$ cat src/logic/lomc_regs.vh
// register map, field positions, reset values and timing for the line output mixer bank
`ifndef LOMC_REGS_VH
`define LOMC_REGS_VH

// register offsets, page 0
`define LOMC_MONO_LINE2_LEFT 8'h49
`define LOMC_MONO_PGA_LEFT 8'h4a
`define LOMC_MONO_DAC_LEFT_ONE 8'h4b
`define LOMC_MONO_LINE2_RIGHT 8'h4c
`define LOMC_MONO_PGA_RIGHT 8'h4d
`define LOMC_MONO_DAC_RIGHT_ONE 8'h4e
`define LOMC_MONO_LEVEL 8'h4f
`define LOMC_LEFT_LINE2_LEFT 8'h50
`define LOMC_LEFT_PGA_LEFT 8'h51
`define LOMC_LEFT_DAC_LEFT_ONE 8'h52
`define LOMC_LEFT_LINE2_RIGHT 8'h53
`define LOMC_LEFT_PGA_RIGHT 8'h54
`define LOMC_LEFT_DAC_RIGHT_ONE 8'h55
`define LOMC_LEFT_LEVEL 8'h56

// route register fields
`define LOMC_ROUTE_EN_BIT 7
`define LOMC_VOL_MSB 6
`define LOMC_VOL_LSB 0

// level register fields
`define LOMC_LEVEL_MSB 7
`define LOMC_LEVEL_LSB 4
`define LOMC_UNMUTE_BIT 3
`define LOMC_RSVD_BIT 2
`define LOMC_PEND_BIT 1
`define LOMC_PWR_BIT 0

// reset values and the no-route index
`define LOMC_VOL_RST 7'h00
`define LOMC_LEVEL_RST 4'h0
`define LOMC_ROUTE_NONE 4'hf

// gain stepping interval
`define LOMC_STEP_NS 1000
`define LOMC_CLK_MHZ 250
`define LOMC_STEP_CYCLES ((`LOMC_STEP_NS * `LOMC_CLK_MHZ) / 1000)

`endif

$ cat src/logic/lomc_line_out_regs.v
// register bank for the mono and left line output mixers
// Notes on behaviour
// - bit 7 connects source into mixer, resets 0
// - bits 6..0 hold 7-bit route volume, reset 0
// - mono routes at 74 to 78
// - left routes at 80 to 85, same layout
// - level bits 7..4, 1 dB steps, reset 0
// - bit 3 low mutes, muted after reset
// - bit 1 reads 1 while gains not applied
// - bit 0 requests full power-up, reset 0
// - sixth mono route sits at 73
`include "lomc_regs.vh"
`default_nettype none

module lomc_line_out_regs #(
  parameter integer STEP_CYCLES = `LOMC_STEP_CYCLES
) (
  // clock and reset
  input wire sys_clk_in,
  input wire rst_n_in,
  // register port
  input wire [7:0] reg_addr_in,
  input wire [7:0] reg_wdata_in,
  input wire reg_wr_in,
  input wire reg_rd_in,
  output reg [7:0] reg_rdata_out,
  // mono line output controls
  output wire [5:0] mono_route_en_out,
  output wire [41:0] mono_route_vol_out,
  output wire [3:0] mono_level_out,
  output wire mono_unmute_out,
  output wire mono_power_up_out,
  output wire mono_gain_pending_out,
  // left line output controls
  output wire [5:0] left_route_en_out,
  output wire [41:0] left_route_vol_out,
  output wire [3:0] left_level_out,
  output wire left_unmute_out,
  output wire left_power_up_out,
  output wire left_gain_pending_out
);

  localparam integer STEP_LAST = STEP_CYCLES - 1;

  reg [11:0] route_en_q;
  reg [6:0] route_vol_q [0:11];
  reg [6:0] appl_vol_q [0:11];
  reg [3:0] level_q [0:1];
  reg [3:0] appl_level_q [0:1];
  reg [1:0] unmute_q;
  reg [1:0] rsvd_q;
  reg [1:0] pwr_q;
  reg [1:0] pend_q;
  reg [1:0] pend_d;
  reg [15:0] div_q;
  reg tick_q;
  reg [7:0] rdata_d;
  wire [3:0] widx;
  wire [3:0] ridx;
  wire [1:0] wlvl;
  wire [1:0] rlvl;
  wire wr_route;
  wire wr_level;
  wire div_wrap;
  reg [1:0] route_diff;
  reg [1:0] level_diff;
  integer i;
  integer j;
  integer k;
  integer m;
  integer n;
  genvar g;

  // route index from address, mono 0..5 and left 6..11
  function [3:0] route_idx;
    input [7:0] addr;
    begin
      case (addr)
        `LOMC_MONO_LINE2_LEFT: route_idx = 4'h0;
        `LOMC_MONO_PGA_LEFT: route_idx = 4'h1;
        `LOMC_MONO_DAC_LEFT_ONE: route_idx = 4'h2;
        `LOMC_MONO_LINE2_RIGHT: route_idx = 4'h3;
        `LOMC_MONO_PGA_RIGHT: route_idx = 4'h4;
        `LOMC_MONO_DAC_RIGHT_ONE: route_idx = 4'h5;
        `LOMC_LEFT_LINE2_LEFT: route_idx = 4'h6;
        `LOMC_LEFT_PGA_LEFT: route_idx = 4'h7;
        `LOMC_LEFT_DAC_LEFT_ONE: route_idx = 4'h8;
        `LOMC_LEFT_LINE2_RIGHT: route_idx = 4'h9;
        `LOMC_LEFT_PGA_RIGHT: route_idx = 4'ha;
        `LOMC_LEFT_DAC_RIGHT_ONE: route_idx = 4'hb;
        default: route_idx = `LOMC_ROUTE_NONE;
      endcase
    end
  endfunction

  // level register select: valid bit, then output (0 mono, 1 left)
  function [1:0] level_sel;
    input [7:0] addr;
    begin
      case (addr)
        `LOMC_MONO_LEVEL: level_sel = 2'h2;
        `LOMC_LEFT_LEVEL: level_sel = 2'h3;
        default: level_sel = 2'h0;
      endcase
    end
  endfunction

  // move an applied volume one code toward its target
  function [6:0] step_vol;
    input [6:0] cur;
    input [6:0] tgt;
    begin
      if (cur < tgt) begin
        step_vol = cur + 7'h01;
      end else if (cur > tgt) begin
        step_vol = cur - 7'h01;
      end else begin
        step_vol = cur;
      end
    end
  endfunction

  // move an applied level one dB toward its target
  function [3:0] step_lvl;
    input [3:0] cur;
    input [3:0] tgt;
    begin
      if (cur < tgt) begin
        step_lvl = cur + 4'h1;
      end else if (cur > tgt) begin
        step_lvl = cur - 4'h1;
      end else begin
        step_lvl = cur;
      end
    end
  endfunction

  assign widx = route_idx(reg_addr_in);
  assign ridx = route_idx(reg_addr_in);
  assign wlvl = level_sel(reg_addr_in);
  assign rlvl = level_sel(reg_addr_in);

  // write decode
  assign wr_route = reg_wr_in && (widx != `LOMC_ROUTE_NONE);
  assign wr_level = reg_wr_in && wlvl[1];
  assign div_wrap = ({16'h0000, div_q} == STEP_LAST);

  // gain step divider, free running from reset
  always @(posedge sys_clk_in or negedge rst_n_in) begin
    if (!rst_n_in) begin
      div_q <= 16'h0000;
    end else if (div_wrap) begin
      div_q <= 16'h0000;
    end else begin
      div_q <= div_q + 16'h0001;
    end
  end

  // one-cycle step tick, registered, in the cycle after the divider wraps
  always @(posedge sys_clk_in or negedge rst_n_in) begin
    if (!rst_n_in) begin
      tick_q <= 1'b0;
    end else begin
      tick_q <= div_wrap;
    end
  end

  // a route or level differs from its programmed value while stepping
  always @* begin
    route_diff = 2'b00;
    level_diff = 2'b00;
    for (m = 0; m < 6; m = m + 1) begin
      if (appl_vol_q[m] != route_vol_q[m]) begin
        route_diff[0] = 1'b1;
      end
      if (appl_vol_q[m + 6] != route_vol_q[m + 6]) begin
        route_diff[1] = 1'b1;
      end
    end
    for (m = 0; m < 2; m = m + 1) begin
      if (appl_level_q[m] != level_q[m]) begin
        level_diff[m] = 1'b1;
      end
    end
  end

  // pending per output, mono bit 0 and left bit 1
  always @* begin
    pend_d = route_diff | level_diff;
  end

  // route registers: enable and programmed volume
  always @(posedge sys_clk_in or negedge rst_n_in) begin
    if (!rst_n_in) begin
      route_en_q <= 12'h000;
      for (i = 0; i < 12; i = i + 1) begin
        route_vol_q[i] <= `LOMC_VOL_RST;
      end
    end else if (wr_route) begin
      route_en_q[widx] <= reg_wdata_in[`LOMC_ROUTE_EN_BIT];
      route_vol_q[widx] <= reg_wdata_in[`LOMC_VOL_MSB:`LOMC_VOL_LSB];
    end
  end

  // level registers; bit 1 has no storage, so a write to it is lost
  always @(posedge sys_clk_in or negedge rst_n_in) begin
    if (!rst_n_in) begin
      for (j = 0; j < 2; j = j + 1) begin
        level_q[j] <= `LOMC_LEVEL_RST;
      end
      unmute_q <= 2'b00;
      rsvd_q <= 2'b00;
      pwr_q <= 2'b00;
    end else if (wr_level) begin
      level_q[wlvl[0]] <= reg_wdata_in[`LOMC_LEVEL_MSB:`LOMC_LEVEL_LSB];
      unmute_q[wlvl[0]] <= reg_wdata_in[`LOMC_UNMUTE_BIT];
      rsvd_q[wlvl[0]] <= reg_wdata_in[`LOMC_RSVD_BIT];
      pwr_q[wlvl[0]] <= reg_wdata_in[`LOMC_PWR_BIT];
    end
  end

  // applied volumes walk one code per tick so the analog path never jumps
  always @(posedge sys_clk_in or negedge rst_n_in) begin
    if (!rst_n_in) begin
      for (k = 0; k < 12; k = k + 1) begin
        appl_vol_q[k] <= `LOMC_VOL_RST;
      end
    end else if (tick_q) begin
      for (k = 0; k < 12; k = k + 1) begin
        appl_vol_q[k] <= step_vol(appl_vol_q[k], route_vol_q[k]);
      end
    end
  end

  // applied levels walk one dB per tick
  always @(posedge sys_clk_in or negedge rst_n_in) begin
    if (!rst_n_in) begin
      for (n = 0; n < 2; n = n + 1) begin
        appl_level_q[n] <= `LOMC_LEVEL_RST;
      end
    end else if (tick_q) begin
      for (n = 0; n < 2; n = n + 1) begin
        appl_level_q[n] <= step_lvl(appl_level_q[n], level_q[n]);
      end
    end
  end

  // pending status, registered
  always @(posedge sys_clk_in or negedge rst_n_in) begin
    if (!rst_n_in) begin
      pend_q <= 2'b00;
    end else begin
      pend_q <= pend_d;
    end
  end

  // read data, valid only in the cycle after the read strobe
  always @* begin
    rdata_d = 8'h00;
    if (ridx != `LOMC_ROUTE_NONE) begin
      rdata_d = {route_en_q[ridx], route_vol_q[ridx]};
    end else if (rlvl[1]) begin
      rdata_d = {level_q[rlvl[0]], unmute_q[rlvl[0]], rsvd_q[rlvl[0]],
                 pend_q[rlvl[0]], pwr_q[rlvl[0]]};
    end
  end

  // read data register, back to zero when no read
  always @(posedge sys_clk_in or negedge rst_n_in) begin
    if (!rst_n_in) begin
      reg_rdata_out <= 8'h00;
    end else if (reg_rd_in) begin
      reg_rdata_out <= rdata_d;
    end else begin
      reg_rdata_out <= 8'h00;
    end
  end

  // control outputs straight from the flops
  generate
    for (g = 0; g < 6; g = g + 1) begin : gen_vol
      assign mono_route_vol_out[g*7+6:g*7] = appl_vol_q[g];
      assign left_route_vol_out[g*7+6:g*7] = appl_vol_q[g+6];
    end
  endgenerate

  // mono line output
  assign mono_route_en_out = route_en_q[5:0];
  assign mono_level_out = appl_level_q[0];
  assign mono_unmute_out = unmute_q[0];
  assign mono_power_up_out = pwr_q[0];
  assign mono_gain_pending_out = pend_q[0];

  // left line output
  assign left_route_en_out = route_en_q[11:6];
  assign left_level_out = appl_level_q[1];
  assign left_unmute_out = unmute_q[1];
  assign left_power_up_out = pwr_q[1];
  assign left_gain_pending_out = pend_q[1];

endmodule

`default_nettype wire

$ cat config.mk
export PLATFORM = sky130hd
export DESIGN_NAME = lomc_line_out_regs
export DESIGN_NICKNAME = d
export VERILOG_FILES = /design/src/logic/lomc_line_out_regs.v
export VERILOG_INCLUDE_DIRS = /design/src /design/src/logic
export SDC_FILE = /design/constraint.sdc
export NUM_CORES = 1
export LEC_CHECK = 0
export ABC_CLOCK_PERIOD_IN_PS = 3990
export BUFFER_PORTS_ARGS = -buffer_cell sky130_fd_sc_hd__buf_2
export CAP_MARGIN = 20
export CORE_MARGIN = 3
export CORE_UTILIZATION = 35
export CTS_BUF_LIST = sky130_fd_sc_hd__clkbuf_16
export DETAILED_ROUTE_END_ITERATION = 16
export MAX_ROUTING_LAYER = met4
export PLACE_DENSITY = 0.62
export RECOVER_POWER = 100
export SLEW_MARGIN = 20
export SYNTH_ARGS = -nofsm -noshare
export SYNTH_HDL_FRONTEND = slang
export SYNTH_SLANG_ARGS = --single-unit
$ cat constraint.sdc
create_clock -name sys_clk_in -period 3.99 [get_ports sys_clk_in]
set_input_delay 0.798 -clock sys_clk_in [delete_from_list [all_inputs] [get_ports sys_clk_in]]
set_output_delay 0.798 -clock sys_clk_in [all_outputs]
set_load 0.05 [all_outputs]
=== Word level (Yosys, flattened, before mapping) ===
Cells that the tools add are included.

* $add $sub $neg: 29
* Order comparisons: 36
* Eq/ne operators: 30
* Mux-type cells: 78
* Bitwise logic cells: 3
* Reduce and logical (&&, ||, !) cells: 34

{| class="wikitable"
|+ Operators with widths
! cell !! count
|-
| 7-bit 2-to-1 mux || 27
|-
| 8-bit by 7-bit equality test with 1-bit output (second input constant) || 14
|-
| 7-bit by 1-bit adder with 7-bit output (second input constant) || 12
|-
| 84-bit bitwise mux || 1
|-
| 7-bit greater-than comparator || 12
|-
| 7-bit less-than comparator || 12
|-
| 7-bit != test || 12
|-
| 7-bit by 1-bit subtractor with 7-bit output (second input constant) || 12
|-
| 4-bit case mux with 12 select lines || 1
|-
| 4-bit 2-to-1 mux || 8
|-
| 7-bit binary-select mux with 4-bit select || 1
|-
| 7-bit demux with 4-bit select || 1
|-
| 2-bit AND reduction || 14
|-
| 2-bit nonzero test || 14
|-
| 1-bit 2-to-1 mux || 25
|-
| 8-bit 2-to-1 mux || 3
|-
| 16-bit by 1-bit adder with 16-bit output (second input constant) || 1
|-
| 16-bit by 8-bit equality test with 1-bit output (second input constant) || 1
|-
| 16-bit 2-to-1 mux || 1
|-
| 12-bit bitwise mux || 1
|-
| 4-bit by 1-bit adder with 4-bit output (second input constant) || 2
|-
| 8-bit bitwise mux || 1
|-
| 4-bit greater-than comparator || 2
|-
| 4-bit less-than comparator || 2
|-
| other kinds (21) || 30
|}

* Register bits: 229
* Input bits: 20
* Output and inout port bits: 118
* Word-level logic and storage cells: 246

=== Depth between registers and ports, before layout ===
* Word-level depth: 9
* Mapped depth: 13
* Depth with buffers taken out: 13

=== Worst setup path after synthesis ===
No wires, ideal clock.

* Path type: register to register
* From: register appl_vol_q, in the netlist left_route_vol_out[1]
* To: register appl_vol_q, in the netlist left_route_vol_out[6]
* Setup time: 141 ps
* Data arrival time: 3065 ps
* Data required time: 3849 ps
* Path slack: 783 ps
* Stages on the path, launching flop included: 13
* Buffers on the path: 0
* Period minus slack after synthesis: 3207 ps
* Cells stage by stage: dfrtp_1 ha_1 nor2b_1 o21ai_0 a21oi_1 or2_2 fa_1 a211oi_1 o21bai_1 a21oi_1 o21a_1 o211ai_1 xnor2_1

* Longest elaborated chain between the ends: 3
* Elaborated cells between the ends (all ways): 8
* Those cells by class: add/sub: 2; order compare: 2; mux: 2; reduce/logical: 2

{| class="wikitable"
|+ RTL lines
! item !! line !! text
|-
| from (decl) || lomc_line_out_regs.v:47 || <nowiki>reg [6:0] appl_vol_q [0:11];</nowiki>
|-
| from (signal, indexed assignment) || lomc_line_out_regs.v:226 || <nowiki>appl_vol_q[k] <= `LOMC_VOL_RST;</nowiki>
|-
| from (signal, indexed assignment) || lomc_line_out_regs.v:230 || <nowiki>appl_vol_q[k] <= step_vol(appl_vol_q[k], route_vol_q[k]);</nowiki>
|-
| 7-bit by 1-bit subtractor with 7-bit output, or another cell as far along || lomc_line_out_regs.v:116 || <nowiki>step_vol = cur - 7'h01;</nowiki>
|-
| 7-bit 2-to-1 mux or 2-bit nonzero test (tied branches) || n/a ||
|-
| 7-bit 2-to-1 mux or 2-bit AND reduction (tied branches) || n/a ||
|}

Several ways; a longest one is shown, not always the timed one. The select of a mux whose other input is x is not followed.
A chain may end at the register's enable or synchronous reset.

=== Worst setup path after layout ===
* From: input reg_addr_in[2]
* To: register route_en_q[8]

* Longest elaborated chain between the ends: 7
* Elaborated cells between the ends (all ways): 21
* Those cells by class: order compare: 2; eq/ne: 13; mux: 4; reduce/logical: 2

{| class="wikitable"
|+ RTL lines
! item !! line !! text
|-
| from (decl) || lomc_line_out_regs.v:22 || <nowiki>input wire [7:0] reg_addr_in,</nowiki>
|-
| 8-bit by 7-bit equality test with 1-bit output || lomc_line_out_regs.v:78 || <nowiki>case (addr)</nowiki>
|-
| 4-bit case mux with 12 select lines (*) || lomc_line_out_regs.v:78 ||
|-
| 4-bit by 5-bit less-than comparator with 1-bit output or 4-bit by 1-bit greater-or-equal comparator with 1-bit output (tied branches) || lomc_line_out_regs.v:200 || <nowiki>route_en_q[widx] <= reg_wdata_in[`LOMC_ROUTE_EN_BIT];</nowiki>
|-
| 1-bit logical AND || lomc_line_out_regs.v:200 ||
|-
| 1-bit 2-to-1 mux || lomc_line_out_regs.v:200 ||
|-
| 1-bit demux with 4-bit select || lomc_line_out_regs.v:200 ||
|-
| 12-bit bitwise mux || lomc_line_out_regs.v:200 ||
|-
| to (signal, indexed assignment) || lomc_line_out_regs.v:200 ||
|-
| to (decl) || lomc_line_out_regs.v:45 || <nowiki>reg [11:0] route_en_q;</nowiki>
|}

Every way passes the cells marked *; elsewhere a longest branch is shown, timed or not.

==> flow_metrics.tcl <==
set metrics [dict create \
    fin_nets 1767 \
    fin_worst_hold_slack_ps 478.3 \
    multiInputGateArea_mm2 0.008404 \
    dp_hpwl_um 30870 \
    tightest_slew_ps 2259 \
    first_global_vias 11289 \
    setup.worst_path.end_class "flop" \
    crit_type "in2reg" \
    endpoint "route_en_q[8]" \
    clk_latency_ps 560 \
    die_h_um 211.8 \
    ys_seq_area_share_pct 38.66 \
    drtPass1Iterations 5 \
    synthesis.area_mm2 0.01482 \
    reg2reg_to "left_route_vol_out[34]" \
    yosys_warnings 0 \
    wire_per_inst_um 19.02 \
    drive_gt1_share_pct 13.98 \
    max-vdd-ir-drop_v 0.0003633 \
    crit_arrival_ps 3870 \
    status "finished with violations" \
    rsz0062_at_grt "no" \
    r2r_cells 12 \
    hp-class "reg2reg" \
    viasPerCell 5.327 \
    finClkSkew_ps 14.98 \
    wl_um 40520 \
    postCtsSetupBuffers 0 \
    min_period_ps 3429 \
    io_pins 138 \
    ys_ff_latch 229 \
    maxCapViolations 1 \
    synth_cell_types 63 \
    fmax_mhz 291.6 \
    num_vias 11346 \
    htree_levels 1 \
    synthesis.nets 1626 \
    route.detailed.drc 0 \
    clkTransAtPathRegs_ps 60 \
    track_usage_pct 18.37 \
    io_buffers 137 \
    postCtsHoldBufs 0 \
    first_iter_violations 720 \
    cts_buffers 28 \
    hold_viol 0 \
    worstPathMaxFanout 19 \
    grt_pass1_wl_um 63670 \
    critPathLaunchType "input pin" \
    grt_max_degree 84 \
    cts.sinks 229 \
    startpoint "reg_addr_in[2]" \
    violations "max-capacitance violations, max-slew violations" \
    async_reset_ff_share_pct 100.0 \
    dpl_cell_area_mm2 0.01613 \
    leakagePower_uw 0.007918 \
    syn2layout_area_growth_pct 13.17 \
    rr_startpoint "left_route_vol_out[29]" \
    fin_crit_sh_pct 85.95 \
    ys.flop_type "dfrtp_1" \
    detail-route-antenna-nets 0 \
    syn-instance-count 1434 \
    tns_ps 0 \
    cts.path.max_buffers 3 \
    core-area_mm2 0.04129 \
    seq_area_mm2 0.005731 \
    fillers 4085 \
    die-area_mm2 0.04486 \
    synth_edf_count 0 \
    finalMaxSlewViolations 82 \
    root_buffer "clkbuf_16" \
    gp_congestion 0.9133 \
    p_per_area_mw_per_mm2 330.7 \
    antenna_found_initial 3 \
    rows 74 \
    start_util_pct 35.90 \
    slew-limit-headroom_pct -50.62 \
    worstPathRequired_ps 4430 \
    cts_tree "yes" \
    syn_area_per_cell_um2 10.34 \
    cts-resized-gates 0 \
    die_x_um 211.8 \
    grt-ovfl-total 0 \
    setup_viol 0 \
    fin_area_mm2 0.01678 \
    r2r_slack_ps 740 \
]
## worst min path at each step
stage | from | to | slack (ps) | cells after the start
global route | div_q[15] | div_q[15] | 500 | 1
global placement | div_q[15] | div_q[15] | 470 | 1
finish | div_q[15] | div_q[15] | 480 | 1
floorplan | div_q[15] | div_q[15] | 450 | 1
CTS | rst_n_in | div_q[13] | 240 | 1
detailed placement | div_q[15] | div_q[15] | 470 | 1
## synthesized netlist by cell type, drive strengths merged (21+ instances only)
master  number  area (um2)
a21oi      100       500.5
dfrtp      229        5731
ha         158        1977
inv        120       450.4
mux2       156        1787
nand2       59       226.5
nand3       27       152.7
nand4       21       131.4
nor2        84       350.3
nor3        22       126.4
o21a        39       292.8
o21ai       97       485.5
o21bai      25       191.4
xnor2       57       499.2
xor2        24       210.2
## cell usage in the layout (no fill, tap or decap), drive strengths merged, types with 3 or more instances in the layout
cell	instances
nand4	21
xor2	24
mux2	156
o31ai	14
nand3	27
o21bai	25
nor2b	16
or2	16
nor3	22
a21oi	100
ha	158
xnor2	57
fa	14
o31a	3
o2111a	6
a21o	14
and3	5
o211ai	13
dfrtp	229
o22ai	17
o221ai	4
inv	125
o21a	39
clkinv	12
nor2	84
nand2	59
o21ai	97
nand2b	5
a211oi	19
bufinv	3
diode	3
a2111o	6
clkbuf	152
mux2i	7
buf	23
## worst max-delay path, cell delays in order
cell      delay, ps
clkbuf_1        260
or3b_1          630
o22ai_1         660
nand2_1         650
nor2_1          290
buf_4           220
mux2_2          350
## cell type report
cell class / instances / share of cell area [%]
Antenna cell: 3 / 0.04475
Multi-Input combinational cell: 1049 / 50.10
Timing Repair Buffer: 147 / 3.729
Inverter: 120 / 2.685
Sequential cell: 229 / 34.16
Clock inverter: 22 / 1.141
Clock buffer: 28 / 4.177
Tap cell: 532 / 3.968
## stage by stage
stage,setup WS (ps),util (%),std cells,total power [uW]
6_report,560.8,40.63,2130,5548
3_5_place_dp,601.1,39.05,2077,3106
3_3_place_gp,604.3,39.05,2077,3081
4_1_cts,753.8,41.21,2127,5636
2_1_floorplan,783.3,-,1434,2881
5_1_grt,364.2,40.63,2130,5788
## sequential cells by signal (all words and copies together) (netlist names), 4 cells and up
signal,count
left_route_vol_out,42
level_q,8
route_vol_q,84
route_en_q,12
mono_level_out,4
left_level_out,4
div_q,16
mono_route_vol_out,42
reg_rdata_out,8
## layer usage
metal | global-route usage, % | vias up | routed length [um]
li1 | - | 5448 | -
met1 | 25.34 | 5588 | 19130
met2 | 28.74 | 260 | 18380
met3 | 2.816 | 50 | 2261
met4 | 4.042 | 0 | 754
met5 | - | - | 0
## power breakdown
part,switching [uW],internal (uW)
sequential,59.1,2370
clock,1040,1460
combinational,398,218
## cells by family after synthesis
logic type / synth area share [%]
buffers and inverters: 4.110
flip-flops: 38.66
AND/OR/NAND/NOR: 9.183
XOR/XNOR: 4.786
adder cells (fa/ha/maj): 15.23
AO/OA/AOI/OAI: 15.51
multiplexers: 12.53
Power figures use the tool's default switching activity.
